--- src/ptf_pkg.sv ---
package ptf_pkg;

	// apb register map, byte addresses
	localparam logic [7:0] CTRL_OFS     = 8'h00;
	localparam logic [7:0] STATUS_OFS   = 8'h04;
	localparam logic [7:0] XFERCNT_OFS  = 8'h08;

	// control register fields
	localparam int CTRL_PACED_BIT  = 0;
	localparam int CTRL_RDSYNC_BIT = 1;
	localparam logic [1:0] CTRL_RST = 2'h0;

	// status register fields, sticky ones clear on write of one
	localparam int STAT_RETRY_BIT   = 0;
	localparam int STAT_TIMEOUT_BIT = 1;
	localparam int STAT_BUSY_BIT    = 2;
	localparam int STAT_ACTIVE_BIT  = 3;

	// backend answer limit in clock cycles
	localparam int BE_WAIT_LIMIT = 8;
	localparam logic [3:0] BE_WAIT_MAX = 4'h8;

	// spacing between paced fetches, less the fetch cycle itself
	localparam logic [1:0] PACE_GAP_ASYNC = 2'h1;
	localparam logic [1:0] PACE_GAP_SYNC  = 2'h2;

	// write buffer shape
	localparam int WBUF_WIDTH = 32;
	localparam int WBUF_DEPTH = 8;

	typedef enum logic [3:0] {
		ST_IDLE  = 4'h1,
		ST_DATA  = 4'h2,
		ST_STOP  = 4'h4,
		ST_RETRY = 4'h8
	} ptf_state_e;

	typedef struct packed {
		logic rd_sync;
		logic paced_en;
	} ptf_ctrl_s;

	typedef struct packed {
		logic active;
		logic busy;
		logic timeout_seen;
		logic retry_seen;
	} ptf_stat_s;

endpackage

--- src/ptf_target.sv ---
// Functional notes
// - paced, async fetch: one word per two clocks
// - paced, sync fetch: one word per three clocks
// - master not ready stretches fetch spacing
// - writes unaffected, one transfer each clock while the write buffer has room
// - paced reads pass without read buffer
// - busy at start gives retry, no data
// - backend silent too long: core asserts stopn
// - backend answer limit is eight clocks
// - busy held: every new cycle retried
`timescale 1ns/1ps
module ptf_target (
	input  wire logic        core_clk,
	input  wire logic        resetn,
	// apb slave
	input  wire logic        psel,
	input  wire logic        penable,
	input  wire logic        pwrite,
	input  wire logic [7:0]  paddr,
	input  wire logic [31:0] pwdata,
	output logic      [31:0] prdata,
	output logic             pready,
	output logic             pslverr,
	// pci side, decoded by the surrounding core
	input  wire logic        tgt_hit,
	input  wire logic        tgt_read,
	input  wire logic        framen,
	input  wire logic        irdyn,
	input  wire logic [31:0] ad_in,
	output logic      [31:0] ad_out,
	output logic             ad_oe,
	output logic             devseln_out,
	output logic             devseln_oe,
	output logic             trdyn_out,
	output logic             trdyn_oe,
	output logic             stopn_out,
	output logic             stopn_oe,
	// backend side
	input  wire logic        busy,
	output logic             data_phase_begin,
	output logic             dp_done,
	output logic             rd_stb_out,
	input  wire logic        rd_stb_in,
	input  wire logic [31:0] mem_data_in,
	output logic             wr_valid,
	input  wire logic        backend_write_accept,
	output logic      [31:0] mem_data_out
);

	ptf_pkg::ptf_state_e state_r;
	ptf_pkg::ptf_state_e state_nxt;
	ptf_pkg::ptf_ctrl_s  ctrl_r;
	ptf_pkg::ptf_stat_s  stat;
	logic        retry_seen_r;
	logic        timeout_seen_r;
	logic [15:0] xfer_cnt_r;
	logic [31:0] prdata_r;
	logic        pslverr_r;
	logic        read_r;
	logic        word_valid_r;
	logic [31:0] ad_out_r;
	logic [1:0]  pace_cnt_r;
	logic [3:0]  wait_cnt_r;
	logic        dp_done_r;
	logic        in_data;
	logic        fetch;
	logic        xfer_rd;
	logic        xfer_wr;
	logic        xfer;
	logic        waiting;
	logic        timeout;
	logic        wbuf_in_ready;
	logic        wbuf_out_valid;
	logic        wr_setup;
	logic        wr_access;
	logic        rd_setup;
	logic        start_retry;
	logic        start_data;

	assign in_data     = (state_r == ptf_pkg::ST_DATA);
	assign start_retry = (state_r == ptf_pkg::ST_IDLE) && tgt_hit && busy;
	assign start_data  = (state_r == ptf_pkg::ST_IDLE) && tgt_hit && !busy;

	// apb decode; zero wait states, so pready is always high
	assign wr_access = psel && penable && pwrite;
	assign wr_setup  = wr_access;
	assign rd_setup  = psel && !penable && !pwrite;
	assign pready    = 1'b1;
	assign prdata    = prdata_r;
	assign pslverr   = pslverr_r;

	// read data and error answer are prepared in the setup cycle
	always_ff @(posedge core_clk or negedge resetn)
	begin
		if (!resetn)
		begin
			prdata_r  <= 32'h0000_0000;
			pslverr_r <= 1'b0;
		end
		else if (psel && !penable)
		begin
			prdata_r  <= 32'h0000_0000;
			pslverr_r <= 1'b0;
			if (paddr == ptf_pkg::CTRL_OFS)
				prdata_r[1:0] <= ctrl_r;
			else if (paddr == ptf_pkg::STATUS_OFS)
				prdata_r[3:0] <= stat;
			else if (paddr == ptf_pkg::XFERCNT_OFS)
				prdata_r[15:0] <= xfer_cnt_r;
			else
				pslverr_r <= 1'b1;
			if (!rd_setup && !pwrite)
				pslverr_r <= 1'b1;
		end
	end

	// control register steers the fetch pacing
	always_ff @(posedge core_clk or negedge resetn)
	begin
		if (!resetn)
			ctrl_r <= ptf_pkg::CTRL_RST;
		else if (wr_access && paddr == ptf_pkg::CTRL_OFS)
		begin
			ctrl_r.paced_en <= pwdata[ptf_pkg::CTRL_PACED_BIT];
			ctrl_r.rd_sync  <= pwdata[ptf_pkg::CTRL_RDSYNC_BIT];
		end
	end

	// sticky flags: a set in the clearing cycle wins
	always_ff @(posedge core_clk or negedge resetn)
	begin
		if (!resetn)
		begin
			retry_seen_r   <= 1'b0;
			timeout_seen_r <= 1'b0;
		end
		else
		begin
			if (start_retry)
				retry_seen_r <= 1'b1;
			else if (wr_setup && paddr == ptf_pkg::STATUS_OFS
				&& pwdata[ptf_pkg::STAT_RETRY_BIT])
				retry_seen_r <= 1'b0;
			if (timeout)
				timeout_seen_r <= 1'b1;
			else if (wr_setup && paddr == ptf_pkg::STATUS_OFS
				&& pwdata[ptf_pkg::STAT_TIMEOUT_BIT])
				timeout_seen_r <= 1'b0;
		end
	end

	always_comb
	begin
		stat.retry_seen   = retry_seen_r;
		stat.timeout_seen = timeout_seen_r;
		stat.busy         = busy;
		stat.active       = !(state_r == ptf_pkg::ST_IDLE);
	end

	// data transfer counter, a write to XFERCNT_OFS clears it
	always_ff @(posedge core_clk or negedge resetn)
	begin
		if (!resetn)
			xfer_cnt_r <= 16'h0000;
		else if (wr_access && paddr == ptf_pkg::XFERCNT_OFS)
			xfer_cnt_r <= 16'h0000;
		else if (xfer)
			xfer_cnt_r <= xfer_cnt_r + 16'h0001;
	end

	// bus handshakes
	assign xfer_rd = in_data && read_r && word_valid_r && !irdyn;
	assign xfer_wr = in_data && !read_r && wbuf_in_ready && !irdyn;
	assign xfer    = xfer_rd || xfer_wr;

	// fetch only when the pace counter has run out; with pacing off
	// the counter stays at zero and a new word is fetched in each clock that the held one is taken
	assign rd_stb_out = in_data && read_r && pace_cnt_r == 2'h0
		&& (!word_valid_r || xfer_rd);
	assign fetch = rd_stb_out && rd_stb_in;

	// backend waits: a pending fetch or an unaccepted write word
	assign waiting = in_data && ((read_r && rd_stb_out && !rd_stb_in)
		|| (!read_r && wbuf_out_valid && !backend_write_accept));
	assign timeout = waiting && wait_cnt_r == ptf_pkg::BE_WAIT_MAX;

	// direction is latched at the address phase
	always_ff @(posedge core_clk or negedge resetn)
	begin
		if (!resetn)
			read_r <= 1'b0;
		else if (start_data)
			read_r <= tgt_read;
	end

	// single output word, no read buffer behind it
	always_ff @(posedge core_clk or negedge resetn)
	begin
		if (!resetn)
		begin
			word_valid_r <= 1'b0;
			ad_out_r     <= 32'h0000_0000;
		end
		else if (!in_data)
			word_valid_r <= 1'b0;
		else if (fetch)
		begin
			word_valid_r <= 1'b1;
			ad_out_r     <= mem_data_in;
		end
		else if (xfer_rd)
			word_valid_r <= 1'b0;
	end

	// pace counter holds while the master is not ready
	always_ff @(posedge core_clk or negedge resetn)
	begin
		if (!resetn)
			pace_cnt_r <= 2'h0;
		else if (!in_data)
			pace_cnt_r <= 2'h0;
		else if (fetch && ctrl_r.paced_en)
		begin
			if (ctrl_r.rd_sync)
				pace_cnt_r <= ptf_pkg::PACE_GAP_SYNC;
			else
				pace_cnt_r <= ptf_pkg::PACE_GAP_ASYNC;
		end
		else if (pace_cnt_r != 2'h0 && !irdyn)
			pace_cnt_r <= pace_cnt_r - 2'h1;
	end

	// backend answer timer, saturates at the limit
	always_ff @(posedge core_clk or negedge resetn)
	begin
		if (!resetn)
			wait_cnt_r <= 4'h0;
		else if (start_data || !in_data)
			wait_cnt_r <= 4'h0;
		else if (fetch || (wr_valid && backend_write_accept))
			wait_cnt_r <= 4'h0;
		else if (waiting && wait_cnt_r != ptf_pkg::BE_WAIT_MAX)
			wait_cnt_r <= wait_cnt_r + 4'h1;
	end

	// target sequencer
	always_comb
	begin
		state_nxt = state_r;
		case (state_r)
			ptf_pkg::ST_IDLE:
				if (start_retry)
					state_nxt = ptf_pkg::ST_RETRY;
				else if (start_data)
					state_nxt = ptf_pkg::ST_DATA;
			ptf_pkg::ST_DATA:
				if (timeout)
					state_nxt = ptf_pkg::ST_STOP;
				else if (xfer && framen)
					state_nxt = ptf_pkg::ST_IDLE;
			ptf_pkg::ST_STOP,
			ptf_pkg::ST_RETRY:
				if (framen)
					state_nxt = ptf_pkg::ST_IDLE;
			default:
				state_nxt = ptf_pkg::ST_IDLE;
		endcase
	end

	always_ff @(posedge core_clk or negedge resetn)
	begin
		if (!resetn)
			state_r <= ptf_pkg::ST_IDLE;
		else
			state_r <= state_nxt;
	end

	// phase end pulse to the backend
	always_ff @(posedge core_clk or negedge resetn)
	begin
		if (!resetn)
			dp_done_r <= 1'b0;
		else
			dp_done_r <= (state_r != ptf_pkg::ST_IDLE)
				&& (state_nxt == ptf_pkg::ST_IDLE);
	end
	// begin pulse is combinational so the first fetch is not delayed
	assign data_phase_begin = start_data;
	assign dp_done          = dp_done_r;

	// pci target signals; retry never drives trdyn low
	assign devseln_oe  = !(state_r == ptf_pkg::ST_IDLE);
	assign trdyn_oe    = devseln_oe;
	assign stopn_oe    = devseln_oe;
	assign devseln_out = !devseln_oe;
	assign trdyn_out   = !(in_data
		&& (read_r ? word_valid_r : wbuf_in_ready));
	assign stopn_out   = !(state_r == ptf_pkg::ST_STOP
		|| state_r == ptf_pkg::ST_RETRY);
	assign ad_out      = ad_out_r;
	assign ad_oe       = in_data && read_r;

	// write words queue here so the bus waits only when the buffer is full
	ptf_fifo #(
		.WIDTH (ptf_pkg::WBUF_WIDTH),
		.DEPTH (ptf_pkg::WBUF_DEPTH)
	) ptf_fifo_i (
		.core_clk  (core_clk),
		.resetn    (resetn),
		.in_valid  (xfer_wr),
		.in_ready  (wbuf_in_ready),
		.in_data   (ad_in),
		.out_valid (wbuf_out_valid),
		.out_ready (backend_write_accept),
		.out_data  (mem_data_out)
	);
	assign wr_valid = wbuf_out_valid;

	// checks
	AST_PACE_ASYNC: assert property (@(posedge core_clk)
		disable iff (!resetn)
		fetch && ctrl_r.paced_en && !ctrl_r.rd_sync |=> !rd_stb_out)
		else $error("paced async fetch came too soon");

	AST_PACE_SYNC: assert property (@(posedge core_clk)
		disable iff (!resetn)
		fetch && ctrl_r.paced_en && ctrl_r.rd_sync
		|=> !rd_stb_out [*2])
		else $error("paced sync fetch came too soon");

	AST_IRDY_STRETCH: assert property (@(posedge core_clk)
		disable iff (!resetn)
		in_data && pace_cnt_r != 2'h0 && irdyn && !fetch
		|=> pace_cnt_r == $past(pace_cnt_r))
		else $error("pace spacing not stretched");

	// writes never fetch and wait only on a full buffer
	AST_WR_FULLRATE: assert property (@(posedge core_clk)
		disable iff (!resetn)
		in_data && !read_r && wbuf_in_ready
		|-> !trdyn_out && !rd_stb_out)
		else $error("write held off with room in buffer");

	// a word fetched on the last transfer is dropped with the cycle
	AST_RD_DIRECT: assert property (@(posedge core_clk)
		disable iff (!resetn)
		fetch && state_nxt == ptf_pkg::ST_DATA
		|=> ad_out == $past(mem_data_in) && !trdyn_out)
		else $error("fetched word not presented next clock");

	AST_BUSY_RETRY: assert property (@(posedge core_clk)
		disable iff (!resetn)
		start_retry |=> !stopn_out && trdyn_out && !devseln_out)
		else $error("busy at start did not retry");

	AST_TIMEOUT_STOP: assert property (@(posedge core_clk)
		disable iff (!resetn)
		in_data && waiting && wait_cnt_r == 4'h8
		|=> !stopn_out && trdyn_out)
		else $error("backend timeout did not stop");

	// the eighth waiting clock must not yet end the cycle
	AST_WAIT_LIMIT: assert property (@(posedge core_clk)
		disable iff (!resetn)
		in_data && waiting && wait_cnt_r == 4'h7 |=> stopn_out)
		else $error("stop came before eight clocks");

	AST_RETRY_NODATA: assert property (@(posedge core_clk)
		disable iff (!resetn)
		state_r == ptf_pkg::ST_RETRY
		|-> trdyn_out && !xfer && !rd_stb_out && wait_cnt_r == 4'h0)
		else $error("data moved in a retry");

	AST_TIMER_CLEAR: assert property (@(posedge core_clk)
		disable iff (!resetn)
		in_data && (fetch || (wr_valid && backend_write_accept))
		|=> wait_cnt_r == 4'h0)
		else $error("answer did not clear timer");

	COV_RETRY: cover property (@(posedge core_clk) start_retry);
	COV_TIMEOUT: cover property (@(posedge core_clk) timeout);
	COV_PACED_SYNC: cover property (@(posedge core_clk)
		fetch && ctrl_r.paced_en && ctrl_r.rd_sync ##3 fetch);
	COV_WBUF_FULL: cover property (@(posedge core_clk)
		in_data && !wbuf_in_ready);

endmodule

--- src/ptf_fifo.sv ---
`timescale 1ns/1ps
module ptf_fifo #(
	parameter int WIDTH = 32,
	parameter int DEPTH = 8
) (
	input  wire logic             core_clk,
	input  wire logic             resetn,
	input  wire logic             in_valid,
	output logic                  in_ready,
	input  wire logic [WIDTH-1:0] in_data,
	output logic                  out_valid,
	input  wire logic             out_ready,
	output logic      [WIDTH-1:0] out_data
);
	localparam int AW = $clog2(DEPTH);

	logic [WIDTH-1:0] mem_r [DEPTH];
	logic [AW-1:0]    wr_ptr_r;
	logic [AW-1:0]    rd_ptr_r;
	logic [AW:0]      cnt_r;
	logic             push;
	logic             pop;

	// full and empty come straight from the fill count
	assign in_ready  = (cnt_r != (AW+1)'(DEPTH));
	assign out_valid = (cnt_r != '0);
	assign push      = in_valid && in_ready;
	assign pop       = out_valid && out_ready;
	assign out_data  = mem_r[rd_ptr_r];

	// storage, no reset needed on the data words
	always_ff @(posedge core_clk)
	begin
		if (push)
			mem_r[wr_ptr_r] <= in_data;
	end

	// pointers wrap because depth is a power of two
	always_ff @(posedge core_clk or negedge resetn)
	begin
		if (!resetn)
		begin
			wr_ptr_r <= '0;
			rd_ptr_r <= '0;
			cnt_r    <= '0;
		end
		else
		begin
			if (push)
				wr_ptr_r <= wr_ptr_r + AW'(1);
			if (pop)
				rd_ptr_r <= rd_ptr_r + AW'(1);
			if (push && !pop)
				cnt_r <= cnt_r + (AW+1)'(1);
			else if (pop && !push)
				cnt_r <= cnt_r - (AW+1)'(1);
		end
	end

endmodule

--- config.mk ---
export PLATFORM = sky130hd
export DESIGN_NAME = ptf_target
export DESIGN_NICKNAME = d
export VERILOG_FILES = /design/src/ptf_pkg.sv /design/src/ptf_target.sv /design/src/ptf_fifo.sv
export SDC_FILE = /design/constraint.sdc
export NUM_CORES = 1
export LEC_CHECK = 0
export BUFFER_PORTS_ARGS = -buffer_cell sky130_fd_sc_hd__buf_2
export CORE_ASPECT_RATIO = 1.25
export CORE_MARGIN = 4
export CORE_UTILIZATION = 45
export CTS_BUF_LIST = sky130_fd_sc_hd__clkbuf_4 sky130_fd_sc_hd__clkbuf_8
export DETAILED_ROUTE_END_ITERATION = 10
export PLACE_DENSITY = 0.66
export SLEW_MARGIN = 25
export SYNTH_ARGS = -nofsm -noshare
export SYNTH_HDL_FRONTEND = slang
export SYNTH_SLANG_ARGS = --single-unit
--- constraint.sdc ---
create_clock -name core_clk -period 6.9 [get_ports core_clk]
set_clock_uncertainty 0.15 [all_clocks]
set_input_delay 1.38 -clock core_clk [delete_from_list [all_inputs] [get_ports core_clk]]
set_output_delay 1.38 -clock core_clk [all_outputs]
set_load 0.01 [all_outputs]
**Word-level counts from Yosys, hierarchy flattened**

Memories as Yosys holds them, arrays and structs flattened.
Index checks and enable logic that the tools add are counted.

- Reduce and logical (&&, ||, !) cells: 70
- $add $sub $neg: 7
- Multiplexer cells: 36
- Equal/unequal tests: 13

Operators with widths:

| kind | count |
|---|---|
| 2-to-1 mux 16 bit | 3 |
| 2-to-1 mux 4 bit | 11 |
| logical AND 1 bit | 38 |
| adder 16 x 1 -> 16 bit, second input constant | 1 |
| zero test 1 bit | 15 |
| 2-to-1 mux 1 bit | 14 |
| 2-to-1 mux 14 bit | 1 |
| 2-to-1 mux 12 bit | 1 |
| case mux 4 bit (3 select lines) | 1 |
| 2-to-1 mux 2 bit | 5 |
| nonzero test 2 bit | 5 |
| adder 4 x 1 -> 4 bit, second input constant | 2 |
| == test 4 x 1 -> 1 bit, second input constant | 2 |
| == test 4 bit, second input constant | 2 |
| == test 8 x 3 -> 1 bit, second input constant | 1 |
| == test 8 x 4 -> 1 bit, second input constant | 1 |
| zero test 8 bit | 1 |
| != test 4 bit, second input constant | 2 |
| adder 3 x 1 -> 3 bit, second input constant | 2 |
| logical OR 1 bit | 6 |
| != test 3 x 1 -> 1 bit, second input constant | 2 |
| == test 4 x 2 -> 1 bit, second input constant | 1 |
| == test 4 x 3 -> 1 bit, second input constant | 1 |
| != test 4 x 1 -> 1 bit, second input constant | 1 |
| 7 further kinds | 7 |

- Bits of input ports: 116
- Word-level logic and storage cells: 144
- Memories: 1
- Register bits after elaboration: 92
- Memory bits (writable): 256

Memories:

| memory | depth | width | read ports | clocked after Yosys merged registers in | wr ports | RTL line | RTL |
|---|---|---|---|---|---|---|---|
| ptf_fifo_i.mem_r | 8 | 32 | 1 | 0 | 1 | ptf_fifo.sv:17 | `logic [WIDTH-1:0] mem_r [DEPTH];` |

**Depth between registers and ports, before layout**

- Word-level depth: 15
- Gate-level depth with buffers: 11
- Gate-level depth less buffers: 10

**Modules after synthesis**

A second synthesis with hierarchy kept.

- Cells, all modules: 777
- Area, all modules: 14242.4 um^2

Modules (own cells, without submodules):

| module | area an instance (um^2) | instances | cells each |
|---|---|---|---|
| ptf_fifo | 10353.7 | 1 | 432 |
| ptf_target | 3888.7 | 1 | 345 |

**Least setup slack after synthesis**

No wires, ideal clock.

- Path kind: input port to flip-flop
- Start: input port irdyn
- End: memory ptf_fifo_i.mem_r[0][0], enable pin
- Buffers on the path: 1
- Arrival time: 4.975 ns
- Library setup time: 0.502 ns
- Stages on the path: 4
- Path slack: 1.272 ns
- Cells stage by stage: clkbuf_1 -> nor2_1 -> nand3_1 -> nor4_1

- Longest elaborated chain between the ends: 5

Ends and longest elaborated chain:

| element | RTL line | RTL |
|---|---|---|
| start, declared | ptf_target.sv:28 | `input wire logic irdyn,` |
| zero test 1 bit | ptf_target.sv:173 | `assign xfer_wr = in_data && !read_r && wbuf_in_ready && !irdyn;` |
| logical AND 1 bit | ptf_target.sv:173 |  |
| logical AND 1 bit | ptf_fifo.sv:27 | `assign push = in_valid && in_ready;` |
| 2-to-1 mux 1 bit | ptf_fifo.sv:34 | `if (push)` |
| 2-to-1 mux 1 bit (not written as such) | ptf_fifo.sv:35 | `mem_r[wr_ptr_r] <= in_data;` |
| end, declared | ptf_fifo.sv:17 |  |

Every way passes these cells.

**Worst setup path in the final report**

- Start: register ptf_fifo_i.rd_ptr_r[0]
- End: output port mem_data_out[12]

- Longest elaborated chain between the ends: 1

Ends and longest elaborated chain:

| element | RTL line | RTL |
|---|---|---|
| start, declared | ptf_fifo.sv:19 | `logic [AW-1:0] rd_ptr_r;` |
| start signal, assigned | ptf_fifo.sv:52 | `rd_ptr_r <= rd_ptr_r + AW'(1);` |
| memory (8 x 32 bit) | n/a |  |
| end, declared | ptf_target.sv:47 | `output logic [31:0] mem_data_out` |

Every way passes these cells.

==> results.tsv <==
metric	value	unit
Critical Path Sink Type	primary output	
1st-iter DRT viols	404	
Tcrit/Tclk final	0.685	
worst vdd ir	0.197	mV
DR vias	7600	
WL/cell	19.4	um
wire length of the first global-routing pass	44.3	mm
Fin. Hold Viols	0	
setup_tns	0	ns
die width	166	um
total power	5.79	mW
TritonCTS sink count	348	
Synth Instances	764	
Hold Crit Class	reg2reg	
final slew viol count	0	
die extent in y	205	um
PostCTS Resize Cnt	0	
most frequent cells in the layout	edfxtp_1, buf_2, dfrtp_1	
Synth Flop Type	edfxtp_1	
Critical Path AT	3.20	ns
Yosys cell types	57	
# rows	72	
Setup crit start	ptf_fifo_i.rd_ptr_r[0]$_DFFE_PN0P_	
CP startpoint kind	flip-flop	
Detail Placement HPWL	16.8	mm
Period minus WS final	4.73	ns
Vias/cell	5.33	
Synth top area share	0.547	
Power per Cell Area	352	nW/um^2
total grt overflow	0	
die area	34100	um^2
Post-Place Setup Slack	2.69	ns
fin util	0.532	
fraction of layout cells with a size suffix above 1	0.419	
CP max FO	45	
Top-Level Pins	225	
largest net degree at the start of global routing	68	
P&R area growth vs syn	17.0	%
Reg2Reg Launch Point	state_r[3]$_DFF_PN0_	
CTS Buf Count	53	
relative slew slack	0.350	
Post-CTS Hold Buffers	0	
final worst setup slack	2.17	ns
gr usage total	0.164	
Synth area leaders	edfxtp_1, dfrtp_1, mux4_2, mux2_2, buf_4	
post-place instance area	15400	um^2
R2R Setup Slk	3.65	ns
gpl congestion	0.749	
vias in the first global route	8121	
Fillers	2505	
flops & latches, synth	348	
Post-synth EDFFs	256	
Max Cap Viol	0	
commonest non-fill, non-tap cell in the layout	edfxtp_1	
Cell Area, Synth	14000	um^2
Detail Route Antenna Nets	0	
DRC Markers	0	
worst hold start	prdata[0]$_DFFE_PN0P_	
initial antenna violation count	2	
largest area contributor in the netlist	edfxtp_1	
sequential fraction of the synthesis area	0.712	
wirelength, routed	27.7	mm
Final nets	1102	
status	completed	
Syn Area/Cell	18.4	um^2
Post-CTS Setup Inserts	0	
Leak	6.16	nW
core footprint	30900	um^2
Slew @ Worst Pin	0.975	ns
fmax	212	MHz
Async S/R FF share, synth	0.264	
Clock Latency Late Sink	0.59	ns
final instance area	16400	um^2
yosys warns	0	
initial core utilization	0.454	
Clock transition at path regs	0.06	ns
clock tree buffer depth	3	
CP Class	reg2out	
IO Port Bufs	177	
CTS H-tree lvls	2	
Pre-Repair DR Iteration Count	4	
Root Driver	clkbuf_8	
CTS tree	done	
RSZ-0062 raised after global routing	no	
worst endpoint required time	5.37	ns
# setup viols final	0	
sequential cells by signal, summed over array words and instances, names as in the netlist, 2 cells and up:
register,count
pace_cnt_r,2
ptf_fifo_i.mem_r,256
ptf_fifo_i.wr_ptr_r,3
wait_cnt_r,4
prdata,16
ctrl_r,2
ptf_fifo_i.cnt_r,4
ptf_fifo_i.rd_ptr_r,3
state_r,4
ad_out,32
xfer_cnt_r,16
worst max-delay path, stage by stage (launching register included):
cell and delay [ns]:
dfrtp_4 1.03, buf_4 0.53, mux4_2 0.56, mux2_2 0.29, buf_2 0.14
cell families after synthesis:
| kind of cell | after synthesis | synth area share |
|---|---|---|
| flops | 348 | 0.712 |
| xor+xnor | 9 | 0.00561 |
| compound gates | 76 | 0.0406 |
| mux | 141 | 0.164 |
| other cells | 2 | 0.000535 |
| fa+ha+maj | 10 | 0.00945 |
| buf+inv | 63 | 0.0236 |
| simple gates | 115 | 0.0449 |
cells in the mapped netlist, drive strengths merged, types with 3 or more instances:
cell,count
a22o,12
nand4,4
o21ai,7
nor2,18
mux2,69
or3,3
ha,9
nor3,8
edfxtp,256
xnor2,8
mux4,64
or4,13
inv,14
o31ai,13
nand2b,7
clkbuf,13
and3,3
nor4,4
o211ai,5
nand3,12
dfrtp,91
or4b,3
a21oi,21
mux2i,8
buf,36
nand2,29
path summary, 6_finish.rpt:
path,end,depth (start not counted)
max in group asynchronous,ptf_fifo_i.rd_ptr_r[1]$_DFFE_PN0P_,2
hold reg to reg,prdata[0]$_DFFE_PN0P_,2
setup / recovery,mem_data_out[12],4
hold / removal,prdata[0]$_DFFE_PN0P_,2
min in group asynchronous,prdata[7]$_DFFE_PN0P_,1
setup reg to reg,ptf_fifo_i.mem_r[7][14]$_DFFE_PP_,6
power breakdown:
part | total, mW | internal (mW) | leakage [nW] | switching (mW)
logic | 1.43 | 0.822 | 2.09 | 0.610
registers | 2.70 | 2.41 | 3.52 | 0.292
clock network | 1.65 | 0.890 | 0.553 | 0.764
total | 5.79 | 4.12 | 6.16 | 1.67
routing by layer:
layer,vias up,global-route usage,part of all wire
li1,3445,-,-
met3,37,0.0444,0.063
met5,-,0,0.00097
met4,4,0.0410,0.015
met1,3911,0.203,0.40
met2,203,0.289,0.52
cell type report:
cell class,instances,area (um^2),share of cell area
Multi-Input combinational cell,368,3830,0.233
Antenna cell,1,2.50,0.000152
Clock buffer,67,853,0.0519
Clock inverter,30,193,0.0117
Timing Repair Buffer,191,993,0.0605
Sequential cell,348,10000,0.609
Tap cell,407,509,0.0310
Inverter,14,52.6,0.00320
through the flow:
stage | hold slack [ns] | std cells
2_1_floorplan | 0.310 | 779
3_3_place_gp | 0.315 | 1328
3_5_place_dp | 0.318 | 1328
4_1_cts | 0.333 | 1425
5_1_grt | 0.355 | 1425
6_report | 0.330 | 1426
(Power assumes the default switching activity.)
